$ cat src/common/rc_decoder_cfg.svh
// Purpose: Offsets, reset values and timing counts of the remote control packet decoder
// Assumes: clock_i at 100 MHz; APB register window of 4 KiB
// Notes: Times are kept in their own unit and turned into cycles here
// Summary of operation
// Decoded outputs copy transmitter data lines
// Valid flag high after accepted transmission
// Sleep request low stops all reception
// Raw received stream brought out undecoded
// Received address must equal local address pins
// Local address ten bits, all-same rejected
// Address inputs idle high when unconnected
// Data type select idles low, picks zero/open
// Address type selects idle low and high
// Two identical matched packets before output update
// Any mismatch drops outputs and flag low
// Data bits decode one/zero or one/open
// Strap pair picks address bit interpretation
// Pin inputs synchronised before any decision
`ifndef RC_DECODER_CFG_SVH
`define RC_DECODER_CFG_SVH

// Timing
`define CLK_FREQ_MHZ      100
`define BIT_PERIOD_US     400
`define BIT_PERIOD_CYC    (`BIT_PERIOD_US * `CLK_FREQ_MHZ)
`define HOLD_TIMEOUT_US   40000
`define HOLD_TIMEOUT_CYC  (`HOLD_TIMEOUT_US * `CLK_FREQ_MHZ)

// Packet layout
`define ADDR_BITS         10
`define DATA_BITS         8

// Pad pull levels seen when a strap or address pin is open
`define ADDR_PIN_RESET    10'h3ff
`define DATA_SEL_RESET    1'b0
`define ADDR_LO_RESET     1'b0
`define ADDR_HI_RESET     1'b1

// Register byte offsets
`define REG_CTRL          12'h000
`define REG_STATUS        12'h004
`define REG_IRQ_STATUS    12'h008
`define REG_IRQ_MASK      12'h00c
`define REG_LAST_DATA     12'h010

// Register fields and reset values
`define CTRL_EN_BIT       0
`define CTRL_RESET        1'b1
`define IRQ_VALID_UP      0
`define IRQ_VALID_DOWN    1
`define IRQ_REJECT        2
`define IRQ_BITS          3
`define IRQ_MASK_RESET    3'h0

`endif

$ cat src/common/rc_decoder_pkg.sv
// Purpose: Types shared by the decoder modules
// Assumes: rc_decoder_cfg.svh supplies widths
// Notes: Symbol codes follow the three-level line convention
`include "rc_decoder_cfg.svh"

package rc_decoder_pkg;

	// Received bit symbol; code 2'h3 never produced
	typedef enum logic [1:0] {
		SYM_ZERO = 2'h0,
		SYM_ONE  = 2'h1,
		SYM_OPEN = 2'h2
	} sym_t;

	// Decoder states, one-hot
	typedef enum logic [3:0] {
		ST_IDLE  = 4'h1,
		ST_ARMED = 4'h2,
		ST_VALID = 4'h4,
		ST_SLEEP = 4'h8
	} dec_state_t;

	// Strap pins after synchronisation
	typedef struct packed {
		logic data_sel;
		logic addr_hi;
		logic addr_lo;
	} strap_t;

	// One sliced bit
	typedef struct packed {
		logic valid;
		sym_t sym;
	} sym_evt_t;

endpackage : rc_decoder_pkg

$ cat src/rtl/bit_slicer.sv
// Purpose: Turns the serial line into bit symbols by pulse width
// Assumes: Each bit starts with a rising edge; high share sets the symbol
// Notes: Short high is zero, long high is one, half high is open
`timescale 1ns/10ps
`include "rc_decoder_cfg.svh"

module bit_slicer #(
	parameter int BIT_CYC = `BIT_PERIOD_CYC
) (
	// Clock and reset
	input  wire logic                     clock_i,
	input  wire logic                     reset_n_i,
	// Line in
	input  wire logic                     enable_i,
	input  wire logic                     line_i,
	// Results
	output rc_decoder_pkg::sym_evt_t      evt_o,
	output logic                          timing_err_o,
	output logic                          gap_o
);

	localparam int CW = $clog2(2 * BIT_CYC + 2);
	localparam logic [CW-1:0] PER_MIN = CW'(BIT_CYC * 3 / 4);
	localparam logic [CW-1:0] PER_MAX = CW'(BIT_CYC * 5 / 4);
	localparam logic [CW-1:0] HI_LOW  = CW'(BIT_CYC * 3 / 8);
	localparam logic [CW-1:0] HI_HIGH = CW'(BIT_CYC * 5 / 8);
	localparam logic [CW-1:0] GAP_CYC = CW'(BIT_CYC * 2);

	logic          line_q;
	logic          in_bit_q;
	logic          tail_q;
	logic [CW-1:0] per_q;
	logic [CW-1:0] hi_q;
	rc_decoder_pkg::sym_t sym;

	// Classify by high time
	always_comb
	begin
		if (hi_q < HI_LOW)
			sym = rc_decoder_pkg::SYM_ZERO;
		else if (hi_q > HI_HIGH)
			sym = rc_decoder_pkg::SYM_ONE;
		else
			sym = rc_decoder_pkg::SYM_OPEN;
	end

	// Measure each bit; last bit of a frame closes on the gap
	always_ff @(posedge clock_i or negedge reset_n_i)
	begin
		if (!reset_n_i)
		begin
			line_q       <= 1'b0;
			in_bit_q     <= 1'b0;
			tail_q       <= 1'b0;
			per_q        <= '0;
			hi_q         <= '0;
			evt_o        <= '0;
			timing_err_o <= 1'b0;
			gap_o        <= 1'b0;
		end
		else
		begin
			line_q       <= line_i & enable_i;
			evt_o.valid  <= 1'b0;
			timing_err_o <= 1'b0;
			// Gap trails the last symbol by one cycle so the frame store holds it first
			gap_o        <= tail_q;
			tail_q       <= 1'b0;
			if (!enable_i)
				in_bit_q <= 1'b0;
			else if (line_i && !line_q)
			begin
				if (in_bit_q)
				begin
					evt_o        <= '{valid: 1'b1, sym: sym};
					timing_err_o <= (per_q < PER_MIN) || (per_q > PER_MAX);
				end
				in_bit_q <= 1'b1;
				per_q    <= CW'(1);
				hi_q     <= CW'(1);
			end
			else if (in_bit_q)
			begin
				per_q <= per_q + CW'(1);
				if (line_i)
					hi_q <= hi_q + CW'(1);
				if (per_q == GAP_CYC)
				begin
					evt_o    <= '{valid: 1'b1, sym: sym};
					tail_q   <= 1'b1;
					in_bit_q <= 1'b0;
				end
			end
		end
	end

endmodule : bit_slicer

$ cat src/rtl/pin_sync.sv
// Purpose: Three-stage synchroniser with agreement filter for pin inputs
// Assumes: Inputs are asynchronous to clock_i
// Notes: RST gives the pad pull level so an open pin reads right at once
`timescale 1ns/10ps

module pin_sync #(
	parameter int           W   = 1,
	parameter logic [W-1:0] RST = '0
) (
	// Clock and reset
	input  wire logic         clock_i,
	input  wire logic         reset_n_i,
	// Pins and clean levels
	input  wire logic [W-1:0] pin_i,
	output logic      [W-1:0] level_o
);

	logic [W-1:0] s1_q;
	logic [W-1:0] s2_q;
	logic [W-1:0] s3_q;

	// Shift chain; first stage feeds only the second
	always_ff @(posedge clock_i or negedge reset_n_i)
	begin
		if (!reset_n_i)
		begin
			s1_q <= RST;
			s2_q <= RST;
			s3_q <= RST;
		end
		else
		begin
			s1_q <= pin_i;
			s2_q <= s1_q;
			s3_q <= s2_q;
		end
	end

	// A change counts once the later stages agree
	for (genvar i = 0; i < W; i++)
	begin : g_bit
		always_ff @(posedge clock_i or negedge reset_n_i)
		begin
			if (!reset_n_i)
				level_o[i] <= RST[i];
			else if (s2_q[i] == s3_q[i])
				level_o[i] <= s3_q[i];
		end
	end

endmodule : pin_sync

$ cat src/rtl/remote_control_packet_decoder.sv
// Purpose: Receiver-side packet decoder with latched outputs and APB status
// Assumes: rx_data_i is the demodulated stream; strap and address pins are static
// Notes: Frame closes two bit periods after the last bit's rising edge; address first, A0 and D0 first
`timescale 1ns/10ps
`include "rc_decoder_cfg.svh"

module remote_control_packet_decoder #(
	parameter int ADDR_W   = `ADDR_BITS,
	parameter int DATA_W   = `DATA_BITS,
	parameter int BIT_CYC  = `BIT_PERIOD_CYC,
	parameter int HOLD_CYC = `HOLD_TIMEOUT_CYC
) (
	// Clock and reset
	input  wire logic              clock_i,
	input  wire logic              reset_n_i,
	// Radio side
	input  wire logic              rx_data_i,
	input  wire logic              sleep_request_n_i,
	// Straps and address
	input  wire logic [ADDR_W-1:0] local_addr_pins_i,
	input  wire logic              data_bit_type_sel_i,
	input  wire logic              addr_type_sel_hi_i,
	input  wire logic              addr_type_sel_lo_i,
	// Decoded outputs
	output logic      [DATA_W-1:0] decoded_outputs_o,
	output logic                   valid_transmission_o,
	output logic                   raw_data_o,
	// APB slave
	input  wire logic              psel,
	input  wire logic              penable,
	input  wire logic              pwrite,
	input  wire logic [11:0]       paddr,
	input  wire logic [31:0]       pwdata,
	output logic      [31:0]       prdata,
	output logic                   pready,
	output logic                   pslverr,
	// Interrupt
	output logic                   irq_o
);

	localparam int PKT = ADDR_W + DATA_W;
	localparam int NW  = $clog2(PKT + 2);
	localparam int TW  = $clog2(HOLD_CYC + 1);

	// Synchronised pins
	logic [ADDR_W-1:0] addr_s;
	logic              rx_s;
	logic              awake_s;
	rc_decoder_pkg::strap_t strap_s;

	// Slicer results
	rc_decoder_pkg::sym_evt_t evt;
	logic              timing_err;
	logic              gap;

	// Frame store
	rc_decoder_pkg::sym_t [PKT-1:0] rx_sym_q;
	logic [NW-1:0]     sym_cnt_q;
	logic              frame_bad_q;

	// Frame evaluation
	logic [ADDR_W-1:0] addr_hit;
	logic [DATA_W-1:0] data_ok;
	logic [DATA_W-1:0] data_val;
	logic              addr_legal;
	logic              pkt_good;

	// Decoder state
	rc_decoder_pkg::dec_state_t state_q;
	logic [DATA_W-1:0] stored_q;
	logic [TW-1:0]     hold_q;
	logic              hold_done;
	logic              run;

	// Registers
	logic              ctrl_en_q;
	logic [`IRQ_BITS-1:0] irq_stat_q;
	logic [`IRQ_BITS-1:0] irq_mask_q;
	logic [`IRQ_BITS-1:0] irq_evt;
	logic              ev_up;
	logic              ev_down;
	logic              ev_reject;
	logic              wr_en;
	logic              rd_en;
	logic              setup;
	logic [31:0]       rdata;
	logic              mapped;

	// Address pins idle high through their pad pull
	pin_sync #(
		.W   (ADDR_W),
		.RST (ADDR_W'(`ADDR_PIN_RESET))
	) u_addr_sync (
		.clock_i   (clock_i),
		.reset_n_i (reset_n_i),
		.pin_i     (local_addr_pins_i),
		.level_o   (addr_s)
	);

	// Straps: data select idles low, address pair idles low/high
	pin_sync #(
		.W   (3),
		.RST ({`DATA_SEL_RESET, `ADDR_HI_RESET, `ADDR_LO_RESET})
	) u_strap_sync (
		.clock_i   (clock_i),
		.reset_n_i (reset_n_i),
		.pin_i     ({data_bit_type_sel_i, addr_type_sel_hi_i, addr_type_sel_lo_i}),
		.level_o   (strap_s)
	);

	// Serial line and sleep request; sleep resets to awake
	pin_sync #(
		.W   (2),
		.RST (2'h2)
	) u_line_sync (
		.clock_i   (clock_i),
		.reset_n_i (reset_n_i),
		.pin_i     ({sleep_request_n_i, rx_data_i}),
		.level_o   ({awake_s, rx_s})
	);

	// Reception stops while asleep or disabled by software
	assign run = awake_s & ctrl_en_q;

	bit_slicer #(
		.BIT_CYC (BIT_CYC)
	) u_slicer (
		.clock_i      (clock_i),
		.reset_n_i    (reset_n_i),
		.enable_i     (run),
		.line_i       (rx_s),
		.evt_o        (evt),
		.timing_err_o (timing_err),
		.gap_o        (gap)
	);

	// Raw stream mirrors the line regardless of address; silent in sleep
	always_ff @(posedge clock_i or negedge reset_n_i)
	begin
		if (!reset_n_i)
			raw_data_o <= 1'b0;
		else
			raw_data_o <= rx_s & awake_s;
	end

	// Collect symbols; overlong or badly timed frames are marked bad
	always_ff @(posedge clock_i or negedge reset_n_i)
	begin
		if (!reset_n_i)
		begin
			rx_sym_q    <= '0;
			sym_cnt_q   <= '0;
			frame_bad_q <= 1'b0;
		end
		else if (gap || !run)
		begin
			sym_cnt_q   <= '0;
			frame_bad_q <= 1'b0;
		end
		else
		begin
			if (timing_err)
				frame_bad_q <= 1'b1;
			if (evt.valid)
			begin
				if (sym_cnt_q < NW'(PKT))
				begin
					rx_sym_q[sym_cnt_q] <= evt.sym;
					sym_cnt_q           <= sym_cnt_q + NW'(1);
				end
				else
					frame_bad_q <= 1'b1;
			end
		end
	end

	// Per address bit: expected symbol from local pin and strap pair
	for (genvar i = 0; i < ADDR_W; i++)
	begin : g_addr
		rc_decoder_pkg::sym_t exp_sym;
		always_comb
		begin
			exp_sym = rc_decoder_pkg::SYM_ONE;
			if (addr_s[i])
				exp_sym = (strap_s.addr_hi && !strap_s.addr_lo) ?
					rc_decoder_pkg::SYM_OPEN : rc_decoder_pkg::SYM_ONE;
			else
				exp_sym = (!strap_s.addr_hi && strap_s.addr_lo) ?
					rc_decoder_pkg::SYM_OPEN : rc_decoder_pkg::SYM_ZERO;
		end
		assign addr_hit[i] = (rx_sym_q[i] == exp_sym);
	end

	// Per data bit: one is high; low symbol is zero or open by strap
	for (genvar j = 0; j < DATA_W; j++)
	begin : g_data
		rc_decoder_pkg::sym_t s;
		assign s           = rx_sym_q[ADDR_W + j];
		assign data_val[j] = (s == rc_decoder_pkg::SYM_ONE);
		assign data_ok[j]  = data_val[j] ||
			(strap_s.data_sel ? (s == rc_decoder_pkg::SYM_ZERO)
			                  : (s == rc_decoder_pkg::SYM_OPEN));
	end

	// All-high and all-low local addresses are not usable pairings
	assign addr_legal = (addr_s != '0) && (addr_s != '1);

	assign pkt_good = (sym_cnt_q == NW'(PKT)) && !frame_bad_q && (&addr_hit)
		&& addr_legal && (&data_ok);

	// Outputs held only while packets keep arriving
	assign hold_done = (hold_q == TW'(HOLD_CYC));

	always_ff @(posedge clock_i or negedge reset_n_i)
	begin
		if (!reset_n_i)
			hold_q <= '0;
		else if (gap || state_q == rc_decoder_pkg::ST_IDLE || state_q == rc_decoder_pkg::ST_SLEEP)
			hold_q <= '0;
		else if (!hold_done)
			hold_q <= hold_q + TW'(1);
	end

	// Packet pairing state machine
	always_ff @(posedge clock_i or negedge reset_n_i)
	begin
		if (!reset_n_i)
		begin
			state_q  <= rc_decoder_pkg::ST_IDLE;
			stored_q <= '0;
		end
		else if (!run)
			state_q <= rc_decoder_pkg::ST_SLEEP;
		else
		begin
			unique case (state_q)
				rc_decoder_pkg::ST_SLEEP:
					state_q <= rc_decoder_pkg::ST_IDLE;
				rc_decoder_pkg::ST_IDLE:
					if (gap && pkt_good)
					begin
						stored_q <= data_val;
						state_q  <= rc_decoder_pkg::ST_ARMED;
					end
				rc_decoder_pkg::ST_ARMED, rc_decoder_pkg::ST_VALID:
					if (gap && pkt_good && data_val == stored_q)
						state_q <= rc_decoder_pkg::ST_VALID;
					else if (gap && pkt_good)
					begin
						// A toggled data line restarts the pairing
						stored_q <= data_val;
						state_q  <= rc_decoder_pkg::ST_ARMED;
					end
					else if (gap || hold_done)
						state_q <= rc_decoder_pkg::ST_IDLE;
			endcase
		end
	end

	// Latched outputs follow the pairing result
	always_ff @(posedge clock_i or negedge reset_n_i)
	begin
		if (!reset_n_i)
		begin
			decoded_outputs_o    <= '0;
			valid_transmission_o <= 1'b0;
		end
		else if (state_q == rc_decoder_pkg::ST_VALID)
		begin
			decoded_outputs_o    <= stored_q;
			valid_transmission_o <= 1'b1;
		end
		else
		begin
			decoded_outputs_o    <= '0;
			valid_transmission_o <= 1'b0;
		end
	end

	// Events: flag edges and rejected frames
	assign ev_up     = (state_q == rc_decoder_pkg::ST_VALID) && !valid_transmission_o;
	assign ev_down   = (state_q != rc_decoder_pkg::ST_VALID) && valid_transmission_o;
	assign ev_reject = gap && !pkt_good;

	always_comb
	begin
		irq_evt                  = '0;
		irq_evt[`IRQ_VALID_UP]   = ev_up;
		irq_evt[`IRQ_VALID_DOWN] = ev_down;
		irq_evt[`IRQ_REJECT]     = ev_reject;
	end

	// APB phases; zero wait states
	assign setup   = psel && !penable;
	assign wr_en   = psel && penable && pwrite;
	assign rd_en   = psel && penable && !pwrite;
	assign pready  = 1'b1;

	// Control and mask writes
	always_ff @(posedge clock_i or negedge reset_n_i)
	begin
		if (!reset_n_i)
		begin
			ctrl_en_q  <= `CTRL_RESET;
			irq_mask_q <= `IRQ_MASK_RESET;
		end
		else if (wr_en)
		begin
			if (paddr == `REG_CTRL)
				ctrl_en_q <= pwdata[`CTRL_EN_BIT];
			if (paddr == `REG_IRQ_MASK)
				irq_mask_q <= pwdata[`IRQ_BITS-1:0];
		end
	end

	// Sticky status; a read clears only the bits it reported, so events after setup survive
	always_ff @(posedge clock_i or negedge reset_n_i)
	begin
		if (!reset_n_i)
			irq_stat_q <= '0;
		else if (rd_en && paddr == `REG_IRQ_STATUS)
			irq_stat_q <= (irq_stat_q & ~prdata[`IRQ_BITS-1:0]) | irq_evt;
		else
			irq_stat_q <= irq_stat_q | irq_evt;
	end

	assign irq_o = |(irq_stat_q & irq_mask_q);

	// Read mux; unmapped offsets read zero and raise an error
	always_comb
	begin
		rdata  = '0;
		mapped = 1'b1;
		case (paddr)
			`REG_CTRL:       rdata[`CTRL_EN_BIT] = ctrl_en_q;
			`REG_STATUS:     rdata[DATA_W+5:0] = {state_q, !awake_s, valid_transmission_o,
				decoded_outputs_o};
			`REG_IRQ_STATUS: rdata[`IRQ_BITS-1:0] = irq_stat_q;
			`REG_IRQ_MASK:   rdata[`IRQ_BITS-1:0] = irq_mask_q;
			`REG_LAST_DATA:  rdata[DATA_W-1:0] = stored_q;
			default:         mapped = 1'b0;
		endcase
	end

	// Read data and error captured in the setup cycle, so they come from flops
	always_ff @(posedge clock_i or negedge reset_n_i)
	begin
		if (!reset_n_i)
		begin
			prdata  <= '0;
			pslverr <= 1'b0;
		end
		else if (setup)
		begin
			prdata  <= pwrite ? 32'h0000_0000 : rdata;
			pslverr <= !mapped;
		end
	end

endmodule : remote_control_packet_decoder
$ cat config.mk
export PLATFORM = sky130hd
export DESIGN_NAME = remote_control_packet_decoder
export DESIGN_NICKNAME = d
export VERILOG_FILES = /design/src/common/rc_decoder_pkg.sv /design/src/rtl/bit_slicer.sv /design/src/rtl/pin_sync.sv /design/src/rtl/remote_control_packet_decoder.sv
export VERILOG_INCLUDE_DIRS = /design/src /design/src/common
export SDC_FILE = /design/constraint.sdc
export NUM_CORES = 1
export LEC_CHECK = 0
export BUFFER_PORTS_ARGS = -buffer_cell sky130_fd_sc_hd__buf_2
export CAP_MARGIN = 40
export CORE_ASPECT_RATIO = 0.8
export CORE_MARGIN = 10
export CORE_UTILIZATION = 53
export DETAILED_ROUTE_END_ITERATION = 8
export PLACE_DENSITY = 0.79
export SLEW_MARGIN = 20
export SYNTH_ARGS = -nofsm -noshare
export SYNTH_HDL_FRONTEND = slang
export SYNTH_HIERARCHICAL = 1
export SYNTH_SLANG_ARGS = --single-unit
export TNS_END_PERCENT = 5
$ cat constraint.sdc
create_clock -name clock_i -period 2.7 [get_ports clock_i]
set_clock_uncertainty 0.1 [all_clocks]
set_input_delay 0.27 -clock clock_i [delete_from_list [all_inputs] [get_ports clock_i]]
set_output_delay 0.27 -clock clock_i [all_outputs]
set_load 0.01 [all_outputs]
==> out/metrics.yaml, run 1 <==
outcome: "finished, violations left"
violations: "negative setup slack"
required_ns: 2.99
start_util: 0.538
synth_area_leaders: "dfrtp_1, dfstp_2, mux2_2, nor2_1, nand2_1"
period_minus_slack_ns: 2.79
die_width_um: 175
synthesis.instances: 977
cts_tree: "built"
setup_viol: 8
relSlewSlack: 0.489
gp_congestion: 0.942
avgRoutedWirePerCell_um: 17.3
ios: 109
numCtsBuffers: 23
max-vdd-ir-drop_mv: 0.359
ys.flop_type: "dfrtp_1"
num_antenna_cells: 0
grt_usage: 0.185
async_reset_ff_frac: 1.00
drive_gt1_frac: 0.266
worst_pin_slew_ns: 0.767
viasPerCell: 5.66
htree_levels: 1
p_per_area_nw_per_um2: 577
p_sw_mw: 1.55
die-area_um2: 25200
place_ws_ns: -0.0732
finalWorstSetupSlack_ns: -0.0937
combPwrFrac: 0.064
min_period_over_period: 1.03
yosysSeqAreaShare: 0.521
core_area_um2: 19000
hp-class: "primary input to flip-flop"
clock-sinks: 210
grt_max_degree: 78
drtPass1Iterations: 5
rsz0062_at_grt: "true"
critPathLaunch: "u_addr_sync/level_o[9]$_DFFE_PN1N_"
r2r_setup_slack_ns: -0.09
via_count: 7748
drc: 0
clkTransAtPathRegs_ns: 0.06
p_int_mw: 5.46
ant_nets: 0
row_count: 45
pwr-share-seq: 0.472
clk-insertion-delay-late_ns: 0.51
synth-seq-cells: 210
grt_pass1_vias: 7841
drt-initial-drc-count: 735
stdcell_count: 1368
cts_root_buffer: "clkbuf_16"
die_h_um: 144
worstHoldPathCells: 3
io_buffer_count: 60
netSwitchingFraction: 0.221
drv_cap: 0
grt_pass1_wl_mm: 39.4
dp_hpwl_mm: 16.3
worstSetupPathType: "flip-flop to flip-flop"
synth_edf_count: 0
wl_mm: 23.6
path_max_fanout: 8
hold_violations: 0
avgSynthCellArea_um2: 10.4
yosys.area.top_type: "dfrtp_1"
dpl.cell_count: 1307
worstSetupStartpointType: "flip-flop"
drv_slew: 0
grt-ovfl-total: 0
netlist.area_leader.share: 0.392
fin_nets: 1168
clock_path_buffers: 3
cp.arrival_ns: 3.08
min_from: "paddr[4]"
critPathCaptureType: "flip-flop"
area_growth_pct: 18.9
pwr-share-clk: 0.464
antenna_found_initial: 0
synth_cell_types: 78
fmax_mhz: 358
power.leakage_nw: 5.33
worstReg2RegStart: "u_addr_sync/level_o[9]$_DFFE_PN1N_"
syn_area_um2: 10200
synth-warning-count: 6
reg2regPathDepth: 8
## layout by cell type (no fill, tap or decap), types with 15 or more instances in the layout
cell,netlist,routed
or3_1,16,16
dlygate4sd3_1,0,19
nand2_1,80,80
buf_2,5,59
dfrtp_1,160,158
nand2b_1,22,21
conb_1,2,19
xor2_1,25,24
nor2b_1,18,17
clkbuf_16,0,23
mux2_2,45,39
nor2_1,88,88
xnor2_1,22,22
nand4_1,15,15
maj3_2,15,15
a21oi_1,31,31
buf_4,20,50
nand3_1,27,27
dfstp_2,50,50
inv_1,30,29
nor4_1,22,22
o21ai_0,46,45
## metal layers
| metal | routed length, um | up-vias | share of wire | GRT usage |
|---|---|---|---|---|
| li1 | - | 3706 | - | - |
| met1 | 11000 | 3820 | 0.47 | 0.256 |
| met2 | 11000 | 192 | 0.47 | 0.294 |
| met3 | 1190 | 30 | 0.051 | 0.0336 |
| met4 | 415 | 0 | 0.018 | 0.0463 |
| met5 | 0 | - | 0 | 0 |
## power groups by stage
stage          sequential (mW)  clock (mW)  combinational, mW
3_5_place_dp              3.36           0              0.406
6_report                  3.31        3.25              0.446
3_3_place_gp              3.35           0              0.401
2_1_floorplan             3.33           0              0.233
5_1_grt                   3.32        3.46              0.494
4_1_cts                   3.31        3.31              0.433
## worst max-delay path: stages, from the launching register on
cell and delay, ns:
dfstp_2 0.61, xor2_2 0.18, a41oi_1 0.13, a32o_2 0.27, nand2b_4 0.14, or4_4 0.56, nor3_4 0.23, buf_12 0.16
mux2_4 0.30
## what timing repair did
action,in CTS,in global routing
hold buffers,19,0
buffers inserted,0,1
gates cloned,0,0
resized for setup,6,11
setup endpoints to repair,7,11
hold endpoints to repair,77,0
pin swaps,0,6
## worst paths after layout
kind | end
worst max register to register | stored_q[2]$_DFFE_PN0P_
worst min-delay path | pslverr$_DFFE_PN0P_
min in group asynchronous | rx_sym_q[3]$_DFFE_PN0P_
worst max-delay path | stored_q[2]$_DFFE_PN0P_
worst min register to register | u_addr_sync/s2_q[9]$_DFF_PN1_
max in group asynchronous | u_line_sync/s1_q[1]$_DFF_PN1_
## area by class of cell
cell class | instances | area (um2)
Clock buffer | 31 | 666
Clock inverter | 10 | 128
Fill cell | 1488 | 6840
Inverter | 31 | 116
Multi-Input combinational cell | 696 | 4650
Sequential cell | 210 | 5320
Tap cell | 258 | 323
Timing Repair Buffer | 132 | 935
## Yosys cell counts (7+ instances only)
master	n
dfrtp_1	160
nor2_1	88
nand2_1	80
dfstp_2	50
o21ai_0	46
mux2_2	45
a21oi_1	31
clkbuf_1	31
inv_1	30
nand3_1	27
xor2_1	25
nand2b_1	22
nor4_1	22
xnor2_1	22
buf_4	20
nor2b_1	18
or3_1	16
maj3_2	15
nand4_1	15
nor3_1	14
and2_1	13
ha_1	10
mux2i_1	10
or2_2	10
and3_1	9
nor3b_1	9
o31ai_1	8
a31oi_1	7
or4_1	7
## through the flow
step,total power [mW],hold WS [ns],utilization,TNS (ns),cell area [um2]
2_1_floorplan,3.56,-0.126,-,-0.661,10300
3_3_place_gp,3.76,0.176,0.583,-0.228,11100
3_5_place_dp,3.76,0.179,0.583,-0.486,11100
4_1_cts,7.05,0.0739,0.636,-0.308,12100
5_1_grt,7.27,0.143,0.639,-1.89,12100
6_report,7.01,0.112,0.639,-0.594,12100
## state kept, by name, indices dropped and copies added (netlist names), 14 cells and up
name and flops:
hold_q 22, g_data.s 16, u_slicer/hi_q 17, u_slicer/per_q 17, rx_sym_q 20, prdata 14
## kinds of logic (layout without fill, tap and decap cells)
group           after synthesis  in the layout  synth area share
buf+inv                      88            204            0.0405
mux                          55             55            0.0595
xor+xnor                     47             47            0.0403
other cells                   2             19          0.000736
flops                       210            210             0.521
fa+ha+maj                    25             25            0.0288
simple gates                382            382             0.199
compound gates              168            168             0.110
No activity file was read; power rests on OpenSTA's default activity.
==> run 2: changes to the inputs <==
Settings changed: ABC_AREA set to 1, CORE_UTILIZATION 53 to 55, PLACE_DENSITY 0.79 to 0.78.
Clock period 2.7 ns to 3.36 ns, I/O delays scaled along.
==> out/metrics.yaml, run 2 <==
path_buf_inv: 1  # unchanged
path_max_fanout: 22  # was 8
relSlewSlack: 0.566  # was 0.489
ios: 109  # unchanged
hold_violations: 0  # unchanged
fin_area_um2: 12300  # was 12100 um2
layout_common_cells: "nand2_1, nor2_1, inv_1"  # was dfrtp_1, nor2_1, nand2_1
die_h_um: 145  # was 144 um
area_growth_pct: 14.0  # was 18.9%
wl_mm: 24.4  # was 23.6 mm
netlist.area_leader.share: 0.370  # was 0.392
clock-sinks: 210  # unchanged
cp_slowest_cell: "dfstp_2"  # unchanged
dp_hpwl_mm: 17.5  # was 16.3 mm
drt-initial-drc-count: 887  # was 735
die_width_um: 177  # was 175 um
antenna_found_initial: 0  # unchanged
cpMostUsedCell: "nand2_1"
placed_area_um2: 11400  # was 11100 um2
fmax_mhz: 406  # was 358 MHz
ys_top_cells_by_count: "nand2_1, nor2_1, inv_1, dfrtp_1, o21ai_0"  # was dfrtp_1, nor2_1, nand2_1, dfstp_2, o21ai_0
numCtsBuffers: 22  # was 23
synthAdderAreaFrac: 0.0116  # was 0.0288
async_reset_ff_frac: 1.00  # unchanged
gp_congestion: 0.919  # was 0.942
ys.flop_type: "dfrtp_1"  # unchanged
grt-ovfl-total: 0  # unchanged
path_cells: "nand2_2 -> nand2_1 -> nand2_1 -> nand2_1 -> nand2_1 -> nor2_1 -> nand2_1 -> nor2_1 -> nand4_2 -> clkinv_2 -> o21ai_4 -> nand2_1 -> o21ai_2"  # was xor2_2 -> a41oi_1 -> a32o_2 -> nand2b_4 -> or4_4 -> nor3_4 -> buf_12 -> mux2_4
start_util: 0.565  # was 0.538
syn_area_um2: 10800  # was 10200 um2
fin_setup_tns_ns: 0  # was -0.594 ns
drive_gt1_frac: 0.130  # was 0.266
yosysMostFrequentCell: "nand2_1"  # was dfrtp_1
avgRoutedWirePerCell_um: 13.8  # was 17.3 um
critPathCaptureType: "flip-flop"  # unchanged
drc: 0  # unchanged
largest_register_ffs: 22  # unchanged
clkTransAtPathRegs_ns: 0.06  # about the same
min_period_over_period: 0.733  # was 1.03
worstSetupStartpointType: "flip-flop"  # unchanged
yosys.area.top_type: "dfrtp_1"  # unchanged
die-area_um2: 25700  # was 25200 um2
row_count: 45  # unchanged
cts_root_buffer: "clkbuf_16"  # unchanged
clk-insertion-delay-late_ns: 0.50  # was 0.51 ns
drv_slew: 0  # unchanged
grt_usage: 0.186  # was 0.185
viasPerCell: 5.23  # was 5.66
synth_area_leaders: "dfrtp_1, nand2_1, dfstp_2, nor2_1, inv_1"  # was dfrtp_1, dfstp_2, mux2_2, nor2_1, nand2_1
required_ns: 3.63  # was 2.99 ns
synth_top_family_by_area: "simple AND/OR/NAND/NOR gates"  # unchanged
cts_tree: "built"  # unchanged
grt_pass1_wl_mm: 41.5  # was 39.4 mm
outcome: "completed"  # was finished, violations left
synth-seq-cells: 210  # unchanged
hp-class: "primary input to flip-flop"  # unchanged
layout_commonest_cell: "nand2_1"  # was dfrtp_1
synth-compound-area-share: 0.0928  # was 0.110
clock_path_buffers: 3  # unchanged
synth_cell_types: 47  # was 78
largestRegisters: "hold_q (22), rx_sym_q (20)"  # unchanged
grt_pass1_vias: 8721  # was 7841
synthSimpleGateAreaFrac: 0.305  # was 0.199
synth_edf_count: 0  # unchanged
worst_pin_slew_ns: 0.650  # was 0.767 ns
yosysSeqAreaShare: 0.492  # was 0.521
io_buffer_count: 60  # unchanged
via_count: 9266  # was 7748
synth-warning-count: 6  # unchanged
max-vdd-ir-drop_mv: 0.526  # was 0.359 mV
cp_slowest_stage_delay_ns: 0.56  # was 0.61 ns
cp_top_family: "simple AND/OR/NAND/NOR gates"  # unchanged
synthesis.instances: 1404  # was 977
grt_max_degree: 101  # was 78
drtPass1Iterations: 6  # was 5
avgSynthCellArea_um2: 7.71  # was 10.4 um2
num_antenna_cells: 0  # unchanged
drv_cap: 0  # unchanged
fin_nets: 1572  # was 1168
muxShareOfSynthArea: 0.00208  # was 0.0595
largest-register: "hold_q"  # unchanged
synth_xor_area_frac: 0.0113  # was 0.0403
htree_levels: 1  # unchanged
p_per_area_nw_per_um2: 447  # was 577 nW/um2
cts_setup_buffers: 0  # unchanged
setup_viol: 0  # was 8
cp.arrival_ns: 2.73  # was 3.08 ns
power.leakage_nw: 5.90  # was 5.33 nW
n_fill_cell: 1613  # was 1488
period_minus_slack_ns: 2.46  # was 2.79 ns
ant_nets: 0  # unchanged
worstSetupPathType: "flip-flop to flip-flop"  # unchanged
core_area_um2: 19100  # was 19000 um2
rsz0062_at_grt: "false"  # was true
==> run 2: cell types whose count changed in the layout (fill, tap and decap cells not counted), moves of 37 or more <==
cell,before,now
o21ai_0,45,96
inv_1,29,172
mux2_2,39,2
buf_4,50,6
nand2_1,80,398
nor2_1,88,185
nand3_1,27,82
==> run 2: tightest hold or removal path: stages <==
cell     delay [ns]
buf_2          0.11
inv_1          0.05
nor2_1         0.05
nand3_1        0.09
o21ai_0        0.07
==> run 2: stage by stage <==
stage | setup WS [ns] | power, mW | std cells | utilization | hold slack (ns)
after detailed placement | 0.926 | 3.04 | 1712 | 0.593 | 0.240
final | 0.896 | 5.52 | 1772 | 0.644 | 0.114
after global placement | 1.01 | 3.03 | 1712 | 0.593 | 0.233
after floorplan | 1.37 | 2.91 | 1421 | - | -0.0596
after CTS | 0.904 | 5.57 | 1771 | 0.643 | 0.0954
after global routing | 0.634 | 5.75 | 1772 | 0.644 | 0.139
==> run 2: cell families (layout without fill, tap and decap cells) <==
family | count (synthesis) | in the layout
flip-flops | 210 | 210
multiplexers | 2 | 2
buffers and inverters | 217 | 310
adder cells (fa/ha/maj) | 10 | 10
AND/OR/NAND/NOR | 770 | 770
other | 2 | 19
XOR/XNOR | 14 | 14
AO/OA/AOI/OAI | 179 | 179
==> run 2: report_power, final <==
part	switching, mW	total [mW]	internal (mW)
clock network	0.959	2.49	1.53
registers	0.0576	2.67	2.61
logic	0.232	0.356	0.125
==> run 2: what timing repair did <==
| action | in CTS | in global routing |
|---|---|---|
| resized for setup | 0 | 0 |
| endpoints found under the hold margin | 94 | 0 |
| hold buffers | 19 | 0 |
==> run 2: path summary, 6_finish.rpt <==
kind / startpoint / endpoint / slack (ns) / cells after the start
hold / removal: pwrite / ctrl_en_q$_DFFE_PN1P_ / 0.11 / 5
setup / recovery: u_strap_sync/level_o[1]$_DFFE_PN1N_ / stored_q[4]$_DFFE_PN0P_ / 0.90 / 13
max in group asynchronous: reset_n_i / u_addr_sync/s3_q[6]$_DFF_PN1_ / 1.96 / 4
setup reg to reg: u_strap_sync/level_o[1]$_DFFE_PN1N_ / stored_q[4]$_DFFE_PN0P_ / 0.90 / 13
hold reg to reg: u_line_sync/s1_q[0]$_DFF_PN0_ / u_line_sync/s2_q[0]$_DFF_PN0_ / 0.25 / 0
min in group asynchronous: reset_n_i / rx_sym_q[9]$_DFFE_PN0P_ / 0.24 / 2
==> run 2: cell type report <==
type	instances	area (um2)	share of cell area
well taps	258	323	0.0262
clock inverters	7	83.8	0.00680
multi-input cells	994	4640	0.376
inverters	182	684	0.0555
flip-flops and latches	210	5320	0.431
clock buffers	33	673	0.0546
repair buffers	88	612	0.0496
==> run 2: per-layer routing <==
layer | vias to the layer above | track usage | wire (um)
met4 | 0 | 0.0336 | 364
li1 | 4643 | - | -
met1 | 4300 | 0.272 | 11600
met5 | - | 0 | 0
met3 | 30 | 0.0311 | 1720
met2 | 293 | 0.286 | 10700
